File: src/sibf_pkg.sv
package sibf_pkg;
    // fixed target address, seven bits, shared by every instance
    localparam logic [6:0] SIBF_ADDR = 7'h40;
    // direction bit value meaning read
    localparam logic SIBF_DIR_READ = 1'b1;
    // power-up delay before idle, in microseconds, and the derived count
    localparam int SIBF_CLK_MHZ = 125;
    localparam int SIBF_PWRUP_US = 15000;
    localparam int SIBF_PWRUP_CYC = SIBF_PWRUP_US * SIBF_CLK_MHZ;
    // bits in one byte on the wire
    localparam logic [3:0] SIBF_BYTE_BITS = 4'h8;
    // default fifo shape
    localparam int SIBF_FIFO_DEPTH = 8;
    localparam int SIBF_FIFO_WIDTH = 8;
    // front end states
    typedef enum logic [2:0] {
        SIBF_ST_PWRUP, SIBF_ST_IDLE, SIBF_ST_RX, SIBF_ST_ACK,
        SIBF_ST_TX, SIBF_ST_TXACK, SIBF_ST_SKIP
    } sibf_state_t;
endpackage : sibf_pkg

File: src/sibf_stream_if.sv
`timescale 1ns/1ns
`default_nettype none
// carries a byte stream between front end and fifo
interface sibf_stream_if #(parameter int W = 8);
    logic valid; // source holds a word
    logic ready; // sink can take it
    logic [W-1:0] data; // the word
    modport src (output valid, output data, input ready);
    modport snk (input valid, input data, output ready);
endinterface : sibf_stream_if
`default_nettype wire

File: src/sibf_frontend.sv
// Operation
// sample data on rising clock edge
// controller changes data only after falling edge
// present read bit after fall, hold
// controller drives lines low only
// any slow or paused clock works
// wait fifteen ms before accepting commands
// idle enters sleep automatically
// transactions open with start, close stop
// data fall while clock high: start
// data rise while clock high: stop
// busy from start until stop
// all instances share one address
// header: address 1000000 plus direction
// acknowledge byte after eighth falling edge
// pads open drain low only
`timescale 1ns/1ns
`default_nettype none
module sibf_frontend
    import sibf_pkg::*;
#(
    parameter int PWRUP_CYC = SIBF_PWRUP_CYC,
    parameter int FIFO_DEPTH = SIBF_FIFO_DEPTH
) (
    input wire logic mclk,
    input wire logic nrst,
    input wire logic scl_i,
    output logic scl_o,
    output logic scl_oe,
    input wire logic sda_i,
    output logic sda_o,
    output logic sda_oe,
    output logic [7:0] rx_data,
    output logic rx_valid,
    input wire logic rx_ready,
    input wire logic [7:0] tx_data,
    input wire logic tx_valid,
    output logic tx_ready,
    output logic bus_busy,
    output logic dev_ready,
    output logic sleeping,
    output logic start_seen,
    output logic stop_seen
);
    localparam int CW = $clog2(PWRUP_CYC + 1);
    // two stage synchronisers; stage one read only by stage two
    logic scl_m_q, scl_s_q, sda_m_q, sda_s_q;
    logic scl_p_q, sda_p_q; // previous synced values for edges
    logic scl_rise, scl_fall, st_cond, sp_cond;
    sibf_state_t st_q, st_d; // protocol state
    logic [CW-1:0] pw_q, pw_d; // power-up counter
    logic [3:0] bit_q, bit_d; // bit counter within byte
    logic [7:0] sh_q, sh_d; // shift register
    logic hdr_q, hdr_d; // next byte is a header
    logic busy_q, busy_d; // bus occupied
    logic sda_lo_q, sda_lo_d; // pull data low
    logic push; // byte to fifo
    logic nak_q, nak_d; // read header acked, or controller refused our byte
    sibf_stream_if #(.W(8)) wr_s ();
    sibf_stream_if #(.W(8)) rd_s ();

    // synchronise the pins into mclk
    always_ff @(posedge mclk) begin
        if (!nrst) begin
            scl_m_q <= 1'b1;
            scl_s_q <= 1'b1;
            sda_m_q <= 1'b1;
            sda_s_q <= 1'b1;
            scl_p_q <= 1'b1;
            sda_p_q <= 1'b1;
        end else begin
            scl_m_q <= scl_i;
            scl_s_q <= scl_m_q;
            sda_m_q <= sda_i;
            sda_s_q <= sda_m_q;
            scl_p_q <= scl_s_q;
            sda_p_q <= sda_s_q;
        end
    end

    // edge detection is level based, so a paused clock just waits
    assign scl_rise = scl_s_q && !scl_p_q;
    assign scl_fall = !scl_s_q && scl_p_q;
    assign st_cond = scl_s_q && scl_p_q && sda_p_q && !sda_s_q;
    assign sp_cond = scl_s_q && scl_p_q && !sda_p_q && sda_s_q;

    // byte received after the address phase goes into the fifo
    assign wr_s.data = sh_q;
    assign push = (st_q == SIBF_ST_RX) && scl_fall && !hdr_q
        && (bit_q == SIBF_BYTE_BITS);
    assign wr_s.valid = push;
    sibf_fifo #(.WIDTH(8), .DEPTH(FIFO_DEPTH)) u_fifo (
        .mclk(mclk),
        .nrst(nrst),
        .wr(wr_s),
        .rd(rd_s)
    );
    assign rx_valid = rd_s.valid;
    assign rx_data = rd_s.data;
    assign rd_s.ready = rx_ready;

    // protocol next state
    always_comb begin
        st_d = st_q;
        pw_d = pw_q;
        bit_d = bit_q;
        sh_d = sh_q;
        hdr_d = hdr_q;
        busy_d = busy_q;
        sda_lo_d = sda_lo_q;
        nak_d = nak_q;
        tx_ready = 1'b0;
        case (st_q)
            SIBF_ST_PWRUP: begin
                // count only while clock line high
                if (scl_s_q) begin
                    pw_d = pw_q + 1'b1;
                end
                if (pw_q == CW'(PWRUP_CYC)) begin
                    st_d = SIBF_ST_IDLE;
                end
            end
            SIBF_ST_RX: begin
                if (scl_rise && bit_q != SIBF_BYTE_BITS) begin
                    sh_d = {sh_q[6:0], sda_s_q};
                    bit_d = bit_q + 1'b1;
                end
                if (scl_fall && bit_q == SIBF_BYTE_BITS) begin
                    bit_d = '0;
                    if (hdr_q && sh_q[7:1] != SIBF_ADDR) begin
                        st_d = SIBF_ST_SKIP; // not us
                    end else if (!hdr_q && !wr_s.ready) begin
                        st_d = SIBF_ST_SKIP; // fifo full: no ack
                    end else begin
                        sda_lo_d = 1'b1; // ack after eighth fall
                        st_d = SIBF_ST_ACK;
                        nak_d = hdr_q && (sh_q[0] == SIBF_DIR_READ);
                    end
                    hdr_d = 1'b0;
                end
            end
            SIBF_ST_ACK: begin
                if (scl_fall) begin
                    sda_lo_d = 1'b0;
                    if (nak_q) begin
                        // read: present first bit after fall
                        tx_ready = 1'b1;
                        sh_d = tx_valid ? tx_data : 8'hff;
                        sda_lo_d = tx_valid ? !tx_data[7] : 1'b0;
                        bit_d = 4'h1;
                        st_d = SIBF_ST_TX;
                    end else begin
                        st_d = SIBF_ST_RX;
                    end
                    nak_d = 1'b0;
                end
            end
            SIBF_ST_TX: begin
                // shift on each fall, hold until next fall
                if (scl_fall) begin
                    if (bit_q == SIBF_BYTE_BITS) begin
                        sda_lo_d = 1'b0;
                        st_d = SIBF_ST_TXACK;
                    end else begin
                        sh_d = {sh_q[6:0], 1'b1};
                        sda_lo_d = !sh_q[6];
                        bit_d = bit_q + 1'b1;
                    end
                end
            end
            SIBF_ST_TXACK: begin
                if (scl_rise) begin
                    nak_d = sda_s_q; // controller ack sampled
                end
                if (scl_fall) begin
                    if (nak_q) begin
                        st_d = SIBF_ST_SKIP;
                    end else begin
                        tx_ready = 1'b1;
                        sh_d = tx_valid ? tx_data : 8'hff;
                        sda_lo_d = tx_valid ? !tx_data[7] : 1'b0;
                        bit_d = 4'h1;
                        st_d = SIBF_ST_TX;
                    end
                end
            end
            default: begin
                // idle and skip: released until a start; only idle counts as sleeping
            end
        endcase
        // start and stop override the byte machine once powered up
        if (st_q != SIBF_ST_PWRUP) begin
            if (st_cond) begin
                busy_d = 1'b1;
                st_d = SIBF_ST_RX; // new sequence, also repeated start
                bit_d = '0;
                hdr_d = 1'b1;
                sda_lo_d = 1'b0;
                nak_d = 1'b0;
            end else if (sp_cond) begin
                busy_d = 1'b0;
                st_d = SIBF_ST_IDLE; // back to sleep
                sda_lo_d = 1'b0;
            end
        end
    end

    // register protocol state
    always_ff @(posedge mclk) begin
        if (!nrst) begin
            st_q <= SIBF_ST_PWRUP;
            pw_q <= '0;
            bit_q <= '0;
            sh_q <= '0;
            hdr_q <= 1'b0;
            busy_q <= 1'b0;
            sda_lo_q <= 1'b0;
            nak_q <= 1'b0;
        end else begin
            st_q <= st_d;
            pw_q <= pw_d;
            bit_q <= bit_d;
            sh_q <= sh_d;
            hdr_q <= hdr_d;
            busy_q <= busy_d;
            sda_lo_q <= sda_lo_d;
            nak_q <= nak_d;
        end
    end

    // pads: only ever pull low, released otherwise
    assign sda_o = 1'b0;
    assign sda_oe = sda_lo_q;
    assign scl_o = 1'b0;
    assign scl_oe = 1'b0; // no clock stretching in this front end
    assign bus_busy = busy_q;
    assign dev_ready = (st_q != SIBF_ST_PWRUP);
    assign sleeping = (st_q == SIBF_ST_IDLE) && !busy_q;
    assign start_seen = st_cond && dev_ready;
    assign stop_seen = sp_cond && dev_ready;
endmodule : sibf_frontend
`default_nettype wire

File: src/sibf_fifo.sv
`timescale 1ns/1ns
`default_nettype none
module sibf_fifo
    import sibf_pkg::*;
#(
    parameter int WIDTH = SIBF_FIFO_WIDTH,
    parameter int DEPTH = SIBF_FIFO_DEPTH
) (
    input wire logic mclk,
    input wire logic nrst,
    sibf_stream_if.snk wr,
    sibf_stream_if.src rd
);
    localparam int AW = $clog2(DEPTH);
    logic [WIDTH-1:0] mem [DEPTH]; // storage, no reset needed
    logic [AW-1:0] wp_q, wp_d, rp_q, rp_d; // pointers
    logic [AW:0] cnt_q, cnt_d; // occupancy
    logic push, pop;
    // honest full and empty from the count; the depth is cut to the
    // count's width, since a pointer-wide cast of a power of two is zero
    assign wr.ready = (cnt_q != (AW+1)'(DEPTH));
    assign rd.valid = (cnt_q != '0);
    assign rd.data = mem[rp_q];
    assign push = wr.valid && wr.ready;
    assign pop = rd.valid && rd.ready;
    // pointer and count next values
    always_comb begin
        wp_d = wp_q;
        rp_d = rp_q;
        cnt_d = cnt_q;
        if (push) begin
            wp_d = (wp_q == AW'(DEPTH - 1)) ? '0 : wp_q + 1'b1;
        end
        if (pop) begin
            rp_d = (rp_q == AW'(DEPTH - 1)) ? '0 : rp_q + 1'b1;
        end
        cnt_d = cnt_q + (AW+1)'(push) - (AW+1)'(pop);
    end
    // register pointers, write storage
    always_ff @(posedge mclk) begin
        if (!nrst) begin
            wp_q <= '0;
            rp_q <= '0;
            cnt_q <= '0;
        end else begin
            wp_q <= wp_d;
            rp_q <= rp_d;
            cnt_q <= cnt_d;
        end
        if (push) begin
            mem[wp_q] <= wr.data;
        end
    end
endmodule : sibf_fifo
`default_nettype wire

File: config.mk
export PLATFORM = sky130hd
export DESIGN_NAME = sibf_frontend
export DESIGN_NICKNAME = d
export VERILOG_FILES = /design/src/sibf_pkg.sv /design/src/sibf_stream_if.sv /design/src/sibf_frontend.sv /design/src/sibf_fifo.sv
export SDC_FILE = /design/constraint.sdc
export NUM_CORES = 1
export LEC_CHECK = 0
export ABC_AREA = 1
export BUFFER_PORTS_ARGS = -buffer_cell sky130_fd_sc_hd__buf_2
export CORE_UTILIZATION = 45
export CTS_BUF_LIST = sky130_fd_sc_hd__clkbuf_4
export DETAILED_ROUTE_END_ITERATION = 10
export GPL_TIMING_DRIVEN = 0
export PLACE_DENSITY = 0.63
export SYNTH_ARGS = -nofsm -noshare
export SYNTH_HDL_FRONTEND = slang
export SYNTH_SLANG_ARGS = --single-unit
File: constraint.sdc
create_clock -name mclk -period 2.8 [get_ports mclk]
set_clock_uncertainty 0.1 [all_clocks]
set_input_delay 0 -clock mclk [delete_from_list [all_inputs] [get_ports mclk]]
set_output_delay 0 -clock mclk [all_outputs]
set_load 0.02 [all_outputs]
## Word-level counts from Yosys, hierarchy flattened

Memories as Yosys holds them, arrays and structs flattened. A register that Yosys moved wholly into a read port is not among the register bits.
Index checks and enable logic that the tools add are counted.

- Memories: 1
- Output and inout bits: 19
- Memory bits (writable): 64
- Register bits after elaboration: 56

Memories:

| name | words | bits a word | rd ports | clocked after memory_dff | wr ports | line | text |
|---|---|---|---|---|---|---|---|
| u_fifo.mem | 8 | 8 | 1 | 1 | 1 | sibf_fifo.sv:15 | `logic [WIDTH-1:0] mem [DEPTH];` |

- Equal/unequal tests: 19
- Reductions and logical operators: 37
- $add $sub $neg: 6
- Mux-type cells: 73

Operators by type and width:

| kind | number |
|---|---|
| $mux W8 | 8 |
| $mux W3 | 16 |
| $mux W4 | 10 |
| $mux W1 | 32 |
| $pmux W8 S4 | 1 |
| $add A21 B1 Y21 const B | 1 |
| $eq A21 B21 Y1 const B | 1 |
| $logic_and A1 B1 Y1 | 20 |
| $pmux W4 S4 | 1 |
| $pmux W3 S5 | 1 |
| $eq A3 B3 Y1 const B | 4 |
| $ne A2 B2 Y1 const B | 6 |
| $logic_not A1 Y1 | 9 |
| $ne A4 B4 Y1 const B | 2 |
| $reduce_and A8 Y1 | 1 |
| $reduce_bool A4 Y1 | 2 |
| $ne A7 B7 Y1 const B | 1 |
| $add A3 B1 Y3 const B | 2 |
| $eq A3 B2 Y1 const B | 2 |
| $add A4 B1 Y4 | 1 |
| $add A4 B1 Y4 const B | 1 |
| $eq A4 B4 Y1 const B | 1 |
| $pmux W1 S4 | 1 |
| $reduce_and A2 Y1 | 2 |
| other kinds (9) | 9 |

## Depth between registers and ports, before layout

- Depth after elaboration: 10
- Depth in mapped cells: 12
- Depth with buffers taken out: 12

## Hierarchy

Synthesis repeated with hierarchy kept, for this count alone.

- Cell total of the unflattened synthesis: 839
- Area total of the unflattened synthesis: 6,463.7 um2

Modules (own cells, without submodules):

| module | area each (um2) | cells each | seq. area each (um2) | instances |
|---|---|---|---|---|
| sibf_fifo | 3,552.2 | 375 | 2,182.1 | 1 |
| sibf_frontend | 2,911.5 | 464 | 920.9 | 1 |

## Worst setup path before layout

No wires, ideal clock.

- Path kind: reg2reg
- From: reg bit_q[0]
- To: mem u_fifo.mem[1][0], enable pin
- Setup slack: 0.535 ns
- Arrival: 1.782 ns
- Stages on the path, launching flop included: 9
- Clock period less this slack: 2.265 ns
- Path through: dfxtp_1 > inv_1 > ha_1 > nand3_1 > nor2_2 > nand2_2 > nor2_4 > nand2_1 > nor3_1

- Word-level cells in the longest chain between the ends: 5

RTL lines:

| item | line | text |
|---|---|---|
| from (decl) | sibf_frontend.sv:52 | `logic [3:0] bit_q, bit_d;` |
| from (signal assigned) | sibf_frontend.sv:222 | `bit_q <= bit_d;` |
| $eq A4 B4 Y1 | sibf_frontend.sv:90 | `&& (bit_q == SIBF_BYTE_BITS);` |
| $logic_and A1 B1 Y1 | sibf_frontend.sv:90 |  |
| $logic_and A1 B1 Y1 | sibf_fifo.sv:24 | `assign push = wr.valid && wr.ready;` |
| named net u_fifo.push | sibf_fifo.sv:18 | `logic push, pop;` |
| $mux W1 | sibf_fifo.sv:50 | `if (push) begin` |
| $mux W1 (implied by the code) | sibf_fifo.sv:51 | `mem[wp_q] <= wr.data;` |
| to (decl) | sibf_fifo.sv:15 |  |

The timed path passes the listed nets, and every way through them passes these cells.

## Worst setup path after layout

- From: reg bit_q[0]
- To: mem u_fifo.mem[4][7], enable pin

Same word-level chain as after synthesis.

==> impl_metrics.ini <==
[power_and_ir_drop]
switching_share = 0.3859
powerDensity_nw_per_um2 = 775.4
power_frac_comb = 0.333
finalPower_w = 0.005431
p_sw_w = 0.002096
p_seq_frac = 0.424
ir_drop_uv = 406.3
internal_power_w = 0.003335
leakage_nw = 2.755
power_frac_clock = 0.242

[cells_and_area]
nNetsFinal = 850
multi_input_area_um2 = 2633
diodes = 0
register_area_um2 = 3103
utilization = 0.5289
area_growth_pct = 14.81
drive_gt1_frac = 0.1298
final_common_cell = nand2_1
finalNonFillerCells = 1008
final_cell_mix = nand2_1 (193), nor2_1 (118), inv_1 (67)
fillers = 1290

[yosys]
netlist_instances = 748
ys.flop_type = edfxtp_1
syn_avg_cell_area_um2 = 8.156
synth.area.top_cells = edfxtp_1 (32%), dfxtp_1 (19%), nand2_1 (12%)
ys_async_sr_fraction = 0
syn-cell-area_um2 = 6101
yosysSeqAreaShare = 0.5086
synth_edf_count = 64
ys_warn_count = 0
yosysTopAreaCellShare = 0.3150
yosysTopAreaCell = edfxtp_1
ys_types = 36
synth-seq-cells = 123

[drt]
via_per_inst = 5.051
drtAntennaViolNets = 0
route.detailed.drc = 0
first_pass_iters = 7
drt-total-wl_mm = 14.65
vias = 5091
wl_per_cell_um = 14.53
drt_iter0_markers = 357

[sta]
period_needed_ps = 2961
hold_violations = 0
worstMarginPinSlew_ps = 1367
worst_slack_ps = -160.8
drv_slew = 0
grt_setup_unrepaired = yes
clock.fmax_mhz = 337.7
relSlewSlack = 0.08148
setup_viol = 24
finalCritPeriodShare = 1.057
setup_tns_ps = -2431

[grt]
grt_pass1_wl_mm = 24.27
track_usage = 0.2220
grt_overflow_total = 0
antenna_found_initial = 0
grt_pass1_vias = 5084
grt_max_degree = 17

[setup_path]
crit_family = simple AND/OR/NAND/NOR gates
crit_path_start_kind = flop
cp_max_fo = 8
crit_path_end_kind = flop
path_buf_inv = 1
timing.rr.start = bit_q[0]
cp_cell_sequence = inv_1 > ha_1 > nand3_1 > nor2_2 > nand2_2 > nor2_4 > nand2_1 > nor3_1
path_class = flop to flop
crit_start = bit_q[0]
cp.arrival_ps = 2990
critical_path_required_ps = 2830
max_stage_delay_ps = 1050
slowest_stage = nor3_1

[floorplanning]
start_util = 0.4607
die_h_um = 118.4
dieArea_um2 = 14030
core_um2 = 13240
ios = 33
die_w_um = 118.4
rows = 42

[clocking]
clk_path_buf_depth = 2
cts_sinks = 123
cts_buffers = 17
cts_tree = built
cts_max_level = 4
cts_root_buffer = clkbuf_4
clk_latency_ps = 530
path_clk_slew_ps = 120

[status]
outcome = finished, violations left
failed_checks = negative setup slack

[placed_design]
dpl_worst_slack_ps = -195.1
dp_hpwl_mm = 9.983
portBuffers = 29
gp_congestion = 0.9086
place_inst = 955

[min_path]
hold_path_class = primary input to flop
hp-start = nrst

[job]
maxCapViolCount = 0
through the flow:
stage          hold WS, ps  cell area, µm²
2_1_floorplan        6.577            6108
4_1_cts              157.5            6984
6_report             237.9            7004
3_5_place_dp         91.86            6474
3_3_place_gp         86.47            6474
5_1_grt              198.3            7004
registers in the layout, indices dropped and copies added (netlist names), named ones only:
| register | cells |
|---|---|
| u_fifo.mem | 64 |
| pw_q | 21 |
| sh_q | 8 |
| bit_q | 4 |
| u_fifo.cnt_q | 4 |
| st_q | 3 |
| u_fifo.rp_q | 3 |
| u_fifo.wp_q | 3 |
| bus_busy | 1 |
| hdr_q | 1 |
| nak_q | 1 |
| scl_m_q | 1 |
| scl_p_q | 1 |
| scl_s_q | 1 |
| sda_m_q | 1 |
| sda_oe | 1 |
| sda_p_q | 1 |
| sda_s_q | 1 |
cell usage after synthesis (2+ instances only):
library cell,count
nor2_1,118
a21oi_1,34
nand3_2,2
nand2_1,193
nor3_1,15
inv_1,67
inv_2,6
dfxtp_1,59
ha_1,16
nand2_2,5
nand3_1,32
a31oi_1,3
buf_4,3
o21ai_0,41
o32ai_1,16
xnor2_1,2
or2_2,4
nor2_2,11
edfxtp_1,64
xor2_1,6
buf_2,5
nor2_4,5
clkbuf_1,14
o21a_1,3
nand4_1,13
worst register-to-register path, stage by stage, from the launching register on:
cell and delay [ps]:
dfxtp_1 380, inv_1 70, ha_1 160, nand3_1 120
nor2_2 190, nand2_2 150, nor2_4 190, nand2_1 140
nor3_1 1050
metal layers:
metal | track usage | vias to the layer above | share of wire
li1 | - | 2610 | -
met1 | 0.2593 | 2357 | 0.43
met4 | 0.09335 | 0 | 0.020
met2 | 0.3982 | 103 | 0.51
met3 | 0.04054 | 21 | 0.039
met5 | 0 | - | 0
cell families (layout without fill, tap and decap cells):
family | Yosys count | count (layout) | share of synthesized area
simple gates | 402 | 402 | 0.2840
flops | 123 | 123 | 0.5086
compound gates | 100 | 100 | 0.09475
buf+inv | 97 | 179 | 0.06439
fa+ha+maj | 17 | 17 | 0.03609
xor+xnor | 8 | 8 | 0.01149
other cells | 1 | 3 | 0.0006147
layout make-up:
| cell class | count | share of cell area |
|---|---|---|
| Multi-Input combinational cell | 530 | 0.3758 |
| Tap cell | 176 | 0.03144 |
| Sequential cell | 123 | 0.4430 |
| Clock buffer | 17 | 0.01822 |
| Inverter | 74 | 0.03966 |
| Timing Repair Buffer | 50 | 0.05073 |
| Clock inverter | 15 | 0.02465 |
| Buffer | 23 | 0.01643 |
what timing repair did:
| action | in CTS | in global routing |
|---|---|---|
| endpoints found under the hold margin | 36 | 0 |
| setup endpoints to repair | 64 | 56 |
| setup buffers | 0 | 0 |
| hold buffers | 21 | 0 |
| resized for setup | 0 | 3 |
path summary, 6_finish.rpt:
kind / end / slack [ps] / depth (start not counted)
worst max register to register: u_fifo.mem[4][7] / -160 / 8
worst max-delay path: u_fifo.mem[4][7] / -160 / 8
worst min-delay path: pw_q[4] / 240 / 4
worst min register to register: sda_s_q / 320 / 1
power groups by stage:
stage	clock, W	combinational, W	sequential [W]
2_1_floorplan	0	0.00132	0.00227
3_3_place_gp	0	0.00175	0.00234
3_5_place_dp	0	0.00179	0.00235
4_1_cts	0.00135	0.00182	0.00231
5_1_grt	0.00143	0.00203	0.00233
6_report	0.00132	0.00181	0.00230
(Power assumes the default switching activity.)
